--- config.mk ---
export PLATFORM = sky130hd
export DESIGN_NAME = nib_exec
export DESIGN_NICKNAME = d
export VERILOG_FILES = /design/src/core/nib_exec_pkg.sv /design/src/core/nib_exec.sv
export SDC_FILE = /design/constraint.sdc
export NUM_CORES = 1
export LEC_CHECK = 0
export BUFFER_PORTS_ARGS = -buffer_cell sky130_fd_sc_hd__buf_2
export CAP_MARGIN = 30
export CORE_MARGIN = 10
export CORE_UTILIZATION = 35
export CTS_CLUSTER_SIZE = 24
export DETAILED_ROUTE_END_ITERATION = 10
export SLEW_MARGIN = 30
export SYNTH_ARGS = -nofsm -noshare
export SYNTH_HDL_FRONTEND = slang
export SYNTH_SLANG_ARGS = --single-unit
--- constraint.sdc ---
create_clock -name sys_clk_i -period 6.1 [get_ports sys_clk_i]
set_clock_uncertainty 0.2 [all_clocks]
set_input_delay 1.22 -clock sys_clk_i [delete_from_list [all_inputs] [get_ports sys_clk_i]]
set_output_delay 1.22 -clock sys_clk_i [all_outputs]
set_load 0.01 [all_outputs]
--- src/core/nib_exec_pkg.sv ---
// Purpose: Shared constants for the nibble instruction execute unit
// Assumes: 9-bit instruction words, one word per instruction cycle
// Notes: Opcode values are the instruction codes of the subset
package nib_exec_pkg;
   // Single-word opcodes
   localparam logic [8:0] OP_NOP = 9'h000;
   localparam logic [8:0] OP_PDTEST = 9'h003;
   localparam logic [8:0] OP_LOGIC = 9'h041;
   localparam logic [8:0] OP_T1TEST = 9'h042;
   localparam logic [8:0] OP_RET = 9'h044;
   localparam logic [8:0] OP_RETSKIP = 9'h045;
   localparam logic [8:0] OP_T1LOAD = 9'h047;
   localparam logic [8:0] OP_T2TEST = 9'h052;
   localparam logic [8:0] OP_LSEL = 9'h058;
   localparam logic [8:0] OP_PORTG = 9'h080;
   localparam logic [8:0] OP_PORTE = 9'h084;
   // First words of the two-word instructions
   localparam logic [8:0] OP_CMP1 = 9'h025;
   localparam logic [8:0] OP_PDB1 = 9'h024;
   // Opcode groups matched on the upper bits
   localparam logic [4:0] GRP_ACC_LOAD = 5'h0B;
   localparam logic [2:0] GRP_PTR_LOAD = 3'h3;
   localparam logic [6:0] GRP_BCLR = 7'h13;
   localparam logic [6:0] GRP_BSET = 7'h17;
   localparam logic [6:0] GRP_BZERO = 7'h08;
   // Logic select encodings
   localparam logic [1:0] LSEL_XOR = 2'h0;
   localparam logic [1:0] LSEL_OR = 2'h1;
   localparam logic [1:0] LSEL_AND = 2'h2;
   // Values after reset
   localparam logic [10:0] RST_PC = 11'h000;
   localparam logic [3:0] RST_ACC = 4'h0;
   localparam logic [7:0] RST_T1 = 8'hFF;
   // Execute sequencer states
   typedef enum logic [3:0] {
      ST_EXEC = 4'h1,
      ST_RET = 4'h2,
      ST_WORD2 = 4'h4,
      ST_SKIP2 = 4'h8
   } exec_state_t;
endpackage : nib_exec_pkg

--- src/core/nib_exec.sv ---
// Purpose: Execute unit for a subset of a 4-bit controller instruction set
// Assumes: cycle_en_i pulses once per instruction cycle, instr_i is word at pc_o
// Notes: Stack pushes come from the call logic through stack_push_i
`timescale 1ns/1ps
module nib_exec #(
   parameter int RAM_WORDS = 64,
   parameter int STACK_DEPTH = 4
) (
   input wire logic sys_clk_i,
   input wire logic sys_rst_i,
   input wire logic cycle_en_i,
   input wire logic [8:0] instr_i,
   input wire logic [3:0] reg_b_i,
   input wire logic [7:0] reg_e_i,
   input wire logic powerdown_flag_i,
   input wire logic timer1_run_bit_i,
   input wire logic timer1_tick_i,
   input wire logic timer2_request_i,
   input wire logic [7:0] port_d_i,
   input wire logic stack_push_i,
   input wire logic [10:0] stack_push_addr_i,
   output logic [10:0] pc_o,
   output logic [3:0] acc_o,
   output logic [1:0] row_o,
   output logic [3:0] col_o,
   output logic [1:0] logic_select_reg_o,
   output logic [1:0] port_e_o,
   output logic [3:0] port_g_o,
   output logic [7:0] timer1_count_o,
   output logic [7:0] timer1_reload_reg_o,
   output logic timer1_underflow_flag_o,
   output logic timer2_request_flag_o,
   output logic skip_o
);
   // Combine accumulator and E as selected; code 3 leaves A as is
   function automatic logic [3:0] logic_fn(input logic [1:0] sel, input logic [3:0] a,
                                           input logic [3:0] e);
      if (sel == nib_exec_pkg::LSEL_XOR) begin
         logic_fn = a ^ e;
      end else if (sel == nib_exec_pkg::LSEL_OR) begin
         logic_fn = a | e;
      end else if (sel == nib_exec_pkg::LSEL_AND) begin
         logic_fn = a & e;
      end else begin
         logic_fn = a;
      end
   endfunction : logic_fn

   nib_exec_pkg::exec_state_t state_q, state_d; // Sequencer
   logic [10:0] pc_q, pc_d;
   logic [3:0] acc_q, acc_d;
   logic [1:0] x_q, x_d; // Data pointer row
   logic [3:0] y_q, y_d; // Data pointer column
   logic [1:0] lsel_q, lsel_d;
   logic [1:0] pe_q, pe_d;
   logic [3:0] pg_q, pg_d;
   logic [7:0] t1c_q, t1c_d; // Timer 1 counter
   logic [7:0] t1r_q, t1r_d; // Timer 1 reload
   logic t1uf_q, t1uf_d; // Timer 1 underflow flag
   logic t2req_q, t2req_d; // Timer 2 request flag
   logic skip_q, skip_d; // Next word is to be skipped
   logic rskip_q, rskip_d; // Return in flight skips on arrival
   logic pdtest_q, pdtest_d; // Second word belongs to port D test
   logic acc_ld_prev_q, acc_ld_prev_d; // Previous word was an A load
   logic ptr_ld_prev_q, ptr_ld_prev_d; // Previous word was a pointer load
   logic [1:0] sp_q, sp_d;
   logic [10:0] stack_q [STACK_DEPTH];
   logic [3:0] ram_q [RAM_WORDS]; // Data memory, not cleared by reset
   logic [7:0] pd_s1_q, pd_s2_q, pd_s3_q, pd_q; // Port D sync and filter
   logic [7:0] pd_agree;
   logic ram_we;
   logic [3:0] ram_wd;
   logic [3:0] ram_rd;
   logic is_acc_ld, is_ptr_ld, two_word, act, ld_t1, uf;

   assign ram_rd = ram_q[{x_q, y_q}];
   assign is_acc_ld = (instr_i[8:4] == nib_exec_pkg::GRP_ACC_LOAD);
   assign is_ptr_ld = (instr_i[8:6] == nib_exec_pkg::GRP_PTR_LOAD);
   assign two_word = (instr_i == nib_exec_pkg::OP_CMP1) || (instr_i == nib_exec_pkg::OP_PDB1);
   // Word is executed for real in this cycle
   assign act = cycle_en_i && (state_q == nib_exec_pkg::ST_EXEC) && !skip_q;
   assign pd_agree = ~(pd_s2_q ^ pd_s3_q);

   // Next-state logic for the execute unit; port D filter, sync stages and stack writes are in the register block
   always_comb begin
      state_d = state_q;
      pc_d = pc_q;
      acc_d = acc_q;
      x_d = x_q;
      y_d = y_q;
      lsel_d = lsel_q;
      pe_d = pe_q;
      pg_d = pg_q;
      t1c_d = t1c_q;
      t1r_d = t1r_q;
      t1uf_d = t1uf_q;
      t2req_d = t2req_q;
      skip_d = skip_q;
      rskip_d = rskip_q;
      pdtest_d = pdtest_q;
      acc_ld_prev_d = acc_ld_prev_q;
      ptr_ld_prev_d = ptr_ld_prev_q;
      sp_d = sp_q;
      ram_we = 1'b0;
      ram_wd = ram_rd;
      ld_t1 = 1'b0;
      uf = 1'b0;
      if (stack_push_i) begin
         sp_d = sp_q + 2'h1;
      end
      if (cycle_en_i) begin
         pc_d = pc_q + 11'h001;
         acc_ld_prev_d = is_acc_ld;
         ptr_ld_prev_d = is_ptr_ld;
         case (state_q)
            nib_exec_pkg::ST_EXEC: begin
               if (skip_q) begin
                  skip_d = 1'b0;
                  if (two_word) begin
                     state_d = nib_exec_pkg::ST_SKIP2;
                  end
               end else if (is_acc_ld) begin
                  if (!acc_ld_prev_q) begin
                     acc_d = instr_i[3:0];
                  end
               end else if (is_ptr_ld) begin
                  if (!ptr_ld_prev_q) begin
                     x_d = instr_i[5:4];
                     y_d = instr_i[3:0];
                  end
               end else if (instr_i == nib_exec_pkg::OP_LOGIC) begin
                  acc_d = logic_fn(lsel_q, acc_q, reg_e_i[3:0]);
               end else if (instr_i == nib_exec_pkg::OP_LSEL) begin
                  lsel_d = acc_q[1:0];
               end else if (instr_i == nib_exec_pkg::OP_PORTE) begin
                  pe_d = acc_q[1:0];
               end else if (instr_i == nib_exec_pkg::OP_PORTG) begin
                  pg_d = acc_q;
               end else if (instr_i[8:2] == nib_exec_pkg::GRP_BSET) begin
                  ram_we = 1'b1;
                  ram_wd[instr_i[1:0]] = 1'b1;
               end else if (instr_i[8:2] == nib_exec_pkg::GRP_BCLR) begin
                  ram_we = 1'b1;
                  ram_wd[instr_i[1:0]] = 1'b0;
               end else if ((instr_i == nib_exec_pkg::OP_RET) ||
                            (instr_i == nib_exec_pkg::OP_RETSKIP)) begin
                  sp_d = sp_q - 2'h1;
                  rskip_d = instr_i[0];
                  state_d = nib_exec_pkg::ST_RET;
               end else if (two_word) begin
                  pdtest_d = (instr_i == nib_exec_pkg::OP_PDB1);
                  state_d = nib_exec_pkg::ST_WORD2;
               end else if (instr_i == nib_exec_pkg::OP_PDTEST) begin
                  skip_d = powerdown_flag_i;
               end else if (instr_i == nib_exec_pkg::OP_T1TEST) begin
                  skip_d = t1uf_q;
                  t1uf_d = 1'b0;
               end else if (instr_i == nib_exec_pkg::OP_T2TEST) begin
                  skip_d = t2req_q;
                  t2req_d = 1'b0;
               end else if (instr_i[8:2] == nib_exec_pkg::GRP_BZERO) begin
                  skip_d = !ram_rd[instr_i[1:0]];
               end else if (instr_i == nib_exec_pkg::OP_T1LOAD) begin
                  ld_t1 = 1'b1;
               end
               // Other words only advance the PC
            end
            nib_exec_pkg::ST_RET: begin
               pc_d = stack_q[sp_q];
               skip_d = rskip_q;
               state_d = nib_exec_pkg::ST_EXEC;
            end
            nib_exec_pkg::ST_WORD2: begin
               // Only indices four to seven test
               if (pdtest_q) begin
                  skip_d = (y_q[3:2] == 2'h1) && !pd_q[y_q[2:0]];
               end else begin
                  skip_d = (acc_q == instr_i[3:0]);
               end
               state_d = nib_exec_pkg::ST_EXEC;
            end
            nib_exec_pkg::ST_SKIP2: begin
               state_d = nib_exec_pkg::ST_EXEC;
            end
            default: begin
               state_d = nib_exec_pkg::ST_EXEC;
            end
         endcase
         // Operand words never start a load run
         if (state_q != nib_exec_pkg::ST_EXEC) begin
            acc_ld_prev_d = 1'b0;
            ptr_ld_prev_d = 1'b0;
         end
      end
      if (ld_t1) begin
         t1r_d = {reg_b_i, acc_q};
         if (!timer1_run_bit_i) begin
            t1c_d = {reg_b_i, acc_q};
         end
      end
      // Running counter keeps counting; a load while running leaves it alone
      if (timer1_run_bit_i && timer1_tick_i) begin
         if (t1c_q == 8'h00) begin
            t1c_d = t1r_q;
            uf = 1'b1;
         end else begin
            t1c_d = t1c_q - 8'h01;
         end
      end
      // Set wins over a clear in the same cycle
      if (uf) begin
         t1uf_d = 1'b1;
      end
      if (timer2_request_i) begin
         t2req_d = 1'b1;
      end
   end

   // Registers of the execute unit
   always_ff @(posedge sys_clk_i) begin
      pd_s1_q <= port_d_i;
      pd_s2_q <= pd_s1_q;
      pd_s3_q <= pd_s2_q;
      if (ram_we) begin
         ram_q[{x_q, y_q}] <= ram_wd;
      end
      if (sys_rst_i) begin
         state_q <= nib_exec_pkg::ST_EXEC;
         pc_q <= nib_exec_pkg::RST_PC;
         acc_q <= nib_exec_pkg::RST_ACC;
         x_q <= 2'h0;
         y_q <= 4'h0;
         lsel_q <= 2'h0;
         pe_q <= 2'h0;
         pg_q <= 4'h0;
         t1c_q <= nib_exec_pkg::RST_T1;
         t1r_q <= nib_exec_pkg::RST_T1;
         t1uf_q <= 1'b0;
         t2req_q <= 1'b0;
         skip_q <= 1'b0;
         rskip_q <= 1'b0;
         pdtest_q <= 1'b0;
         acc_ld_prev_q <= 1'b0;
         ptr_ld_prev_q <= 1'b0;
         sp_q <= 2'h0;
         pd_q <= 8'h00;
         for (int i = 0; i < STACK_DEPTH; i++) begin
            stack_q[i] <= nib_exec_pkg::RST_PC;
         end
      end else begin
         state_q <= state_d;
         pc_q <= pc_d;
         acc_q <= acc_d;
         x_q <= x_d;
         y_q <= y_d;
         lsel_q <= lsel_d;
         pe_q <= pe_d;
         pg_q <= pg_d;
         t1c_q <= t1c_d;
         t1r_q <= t1r_d;
         t1uf_q <= t1uf_d;
         t2req_q <= t2req_d;
         skip_q <= skip_d;
         rskip_q <= rskip_d;
         pdtest_q <= pdtest_d;
         acc_ld_prev_q <= acc_ld_prev_d;
         ptr_ld_prev_q <= ptr_ld_prev_d;
         sp_q <= sp_d;
         pd_q <= (pd_agree & pd_s3_q) | (~pd_agree & pd_q);
         if (stack_push_i) begin
            stack_q[sp_q] <= stack_push_addr_i;
         end
      end
   end

   assign pc_o = pc_q;
   assign acc_o = acc_q;
   assign row_o = x_q;
   assign col_o = y_q;
   assign logic_select_reg_o = lsel_q;
   assign port_e_o = pe_q;
   assign port_g_o = pg_q;
   assign timer1_count_o = t1c_q;
   assign timer1_reload_reg_o = t1r_q;
   assign timer1_underflow_flag_o = t1uf_q;
   assign timer2_request_flag_o = t2req_q;
   assign skip_o = skip_q;
endmodule : nib_exec

==> impl_metrics.py <==
metrics = {
    "global_routing": {
        "grt_overflow": 0,
        "grt_max_degree": 70,
        "antenna_found_initial": 0,
        "grt_pass1_wl_um": 60200,
        "first_global_vias": 10000,
        "groute.usage.overall_pct": 13.5,
    },
    "synth": {
        "synth_area_sq_mm": 0.0164,
        "synth_cell_types": 74,
        "async_flop_share_pct": 0,
        "syn_area_per_cell_sq_um": 14.3,
        "synth_top_area_cell": "edfxtp_1",
        "yosysWarnings": 0,
        "synth_edf_count": 300,
        "synthCells": 1151,
        "synth_top_area_share_pct": 54.9,
        "synthTopCellsByArea": "edfxtp_1 (55%), dfxtp_1 (11%), mux4_2 (10%)",
        "synth.most_common_cell": "edfxtp_1",
        "ys.flop_type": "edfxtp_1",
        "syn_nets": 1212,
        "ys_seq_elements": 392,
        "synth_top_cells_by_count": "edfxtp_1 (300), nor2_1 (183), dfxtp_1 (92)",
        "seq_area_frac_synth_pct": 66.1,
    },
    "worst_setup_path": {
        "criticalPathCategory": "reg2reg",
        "cp.arrival_ns": 3.99,
        "crit_fanout": 56,
        "cp-end-kind": "flip-flop",
        "critPathLaunchType": "flip-flop",
        "required_ns": 6.16,
    },
    "sta": {
        "max-slew-margin-rel_pct": 36.7,
        "post-route-period-util_pct": 64.4,
        "worst_slew_pin_slew_ns": 0.949,
        "max_freq_ghz": 0.255,
        "min_period_ns": 3.93,
        "drv_slew": 0,
        "hold_ws_ns": 0.127,
        "rsz0062_at_grt": "false",
        "setup_viol": 0,
        "tns_ns": 0,
        "hold_viol_final": 0,
    },
    "route": {
        "routed_via_density": 5.25,
        "wl_per_cell_um": 20.7,
        "postRouteWirelength_um": 38700,
        "first_pass_iters": 5,
        "remaining_drc_errors": 0,
        "dr_total_vias": 9815,
        "antenna_left": 0,
        "drtIter0Drc": 811,
    },
    "clocking": {
        "cts_setup_buffers": 0,
        "clock_latency_ns": 0.56,
        "cts_tree": "done",
        "cts_sinks": 392,
        "cts_buffer_depth": 3,
        "cts-root-buf": "clkbuf_16",
        "htree_levels": 2,
        "clk_pin_slew_worst_paths_ns": 0.06,
        "cts_buffers": 40,
        "cts_resized": 0,
        "hold_buffers": 0,
    },
    "cells_and_area": {
        "syn_to_final_growth_pct": 14.7,
        "final_cells": 1871,
        "utilization_pct": 40.5,
        "nNetsFinal": 1293,
        "drive_gt1_share_pct": 22.2,
        "antenna_cells": 0,
        "fin_area_sq_mm": 0.0188,
        "fillers": 4332,
    },
    "floorplanning": {
        "num_rows": 79,
        "dieArea_sq_mm": 0.0560,
        "coreArea_sq_mm": 0.0465,
        "die_h_um": 237,
        "die_w_um": 237,
        "initial_core_util_pct": 35.3,
        "num_io_pins": 96,
    },
    "placed_design": {
        "dp_hpwl_um": 25000,
        "post_dp_cell_area_sq_mm": 0.0175,
        "port_buffers": 90,
        "routabilityCongestion": 0.847,
        "dp_cells": 1797,
    },
    "power": {
        "vdd_drop_max_mv": 0.227,
        "powerDensity_mw_per_mm2": 303,
        "total_leakage_power_nw": 6.25,
    },
    "worst_hold_path": {
        "hp-class": "reg2reg",
    },
    "outcome": {
        "status": "complete, no violations",
    },
    "job": {
        "drv_cap": 0,
    },
}
flip-flops by register name, indices dropped and copies added (netlist names), 2 cells and up, named ones only:
register             count
acc_o                    4
col_o                    4
logic_select_reg_o       2
pc_o                    11
pd_s1_q                  7
pd_s2_q                  7
pd_s3_q                  7
port_e_o                 2
port_g_o                 4
ram_q                  256
row_o                    2
sp_q                     2
stack_q                 44
state_q                  4
timer1_count_o           8
timer1_reload_reg_o      8
metrics by stage:
| step | power [W] | setup slack (ns) |
|---|---|---|
| finish | 0.00571 | 2.17 |
| global route | 0.00590 | 1.95 |
| CTS | 0.00577 | 2.16 |
| detailed placement | 0.00333 | 1.73 |
| global placement | 0.00332 | 1.80 |
| floorplan | 0.00321 | 0.419 |
per-layer routing:
metal	up-vias	routed length, um	track usage (%)
met5	-	0	0
met3	50	2280	2.89
met4	0	729	3.44
met2	295	19100	22.7
li1	4528	-	-
met1	4942	16600	17.5
worst max-delay path, cell delays in order (launching register included):
cell      delay [ns]
dfxtp_2         0.31
buf_4           0.73
mux4_2          0.39
nand2_1         0.09
a31oi_1         0.31
a22oi_1         0.15
o211ai_1        0.39
o21ai_0         0.25
o21ai_4         0.20
buf_4           0.53
placed cells by master, fill, tap and decap left out, types with 7 or more instances in the layout:
cell type | netlist | routed
edfxtp_1 | 300 | 300
nor2_1 | 183 | 183
buf_2 | 12 | 90
dfxtp_1 | 92 | 89
mux4_2 | 76 | 76
nand2_1 | 71 | 71
clkbuf_16 | 0 | 41
inv_1 | 34 | 34
mux2i_1 | 32 | 32
o21ai_0 | 33 | 30
a21oi_1 | 30 | 30
nand3_1 | 26 | 26
a211oi_1 | 22 | 22
nor2b_1 | 14 | 14
ha_1 | 13 | 13
nand2b_1 | 11 | 11
buf_4 | 5 | 11
clkinv_1 | 2 | 10
nor3_1 | 9 | 9
a22oi_1 | 8 | 8
xnor2_1 | 8 | 8
a211o_1 | 8 | 8
nand4_1 | 7 | 7
clkinv_2 | 0 | 7
report_power, final:
part / total, W / internal [W] / switching, W
registers: 0.00297 / 0.00293 / 0.0000345
logic: 0.000295 / 0.000106 / 0.000189
clock network: 0.00245 / 0.00140 / 0.00105
cells by family (layout without fill, tap and decap cells):
family / after synthesis / in the layout / share of synthesized area, %
AO/OA/AOI/OAI: 155 / 155 / 6.35
XOR/XNOR: 10 / 10 / 0.534
adder cells (fa/ha/maj): 13 / 13 / 0.991
buffers and inverters: 100 / 213 / 2.58
flip-flops: 392 / 392 / 66.1
multiplexers: 116 / 116 / 13.0
AND/OR/NAND/NOR: 365 / 365 / 10.5
final timing paths:
path | startpoint | endpoint | slack, ns | cells past startpoint
setup reg to reg | flip-flop | ram_q[60][1] | 2.17 | 9
setup / recovery | flip-flop | ram_q[60][1] | 2.17 | 9
hold / removal | pd_s1_q[2] | pd_s2_q[2] | 0.13 | 0
hold reg to reg | pd_s1_q[2] | pd_s2_q[2] | 0.13 | 0
layout make-up:
| cell class | instances | area [sq um] | area share (%) |
|---|---|---|---|
| clock buffers | 46 | 1060 | 5.65 |
| well taps | 607 | 759 | 4.03 |
| clock inverters | 28 | 256 | 1.36 |
| multi-input cells | 659 | 5200 | 27.6 |
| inverters | 37 | 139 | 0.737 |
| flip-flops and latches | 392 | 10900 | 57.6 |
| repair buffers | 102 | 553 | 2.94 |
No activity file was read; power rests on OpenSTA's default activity.
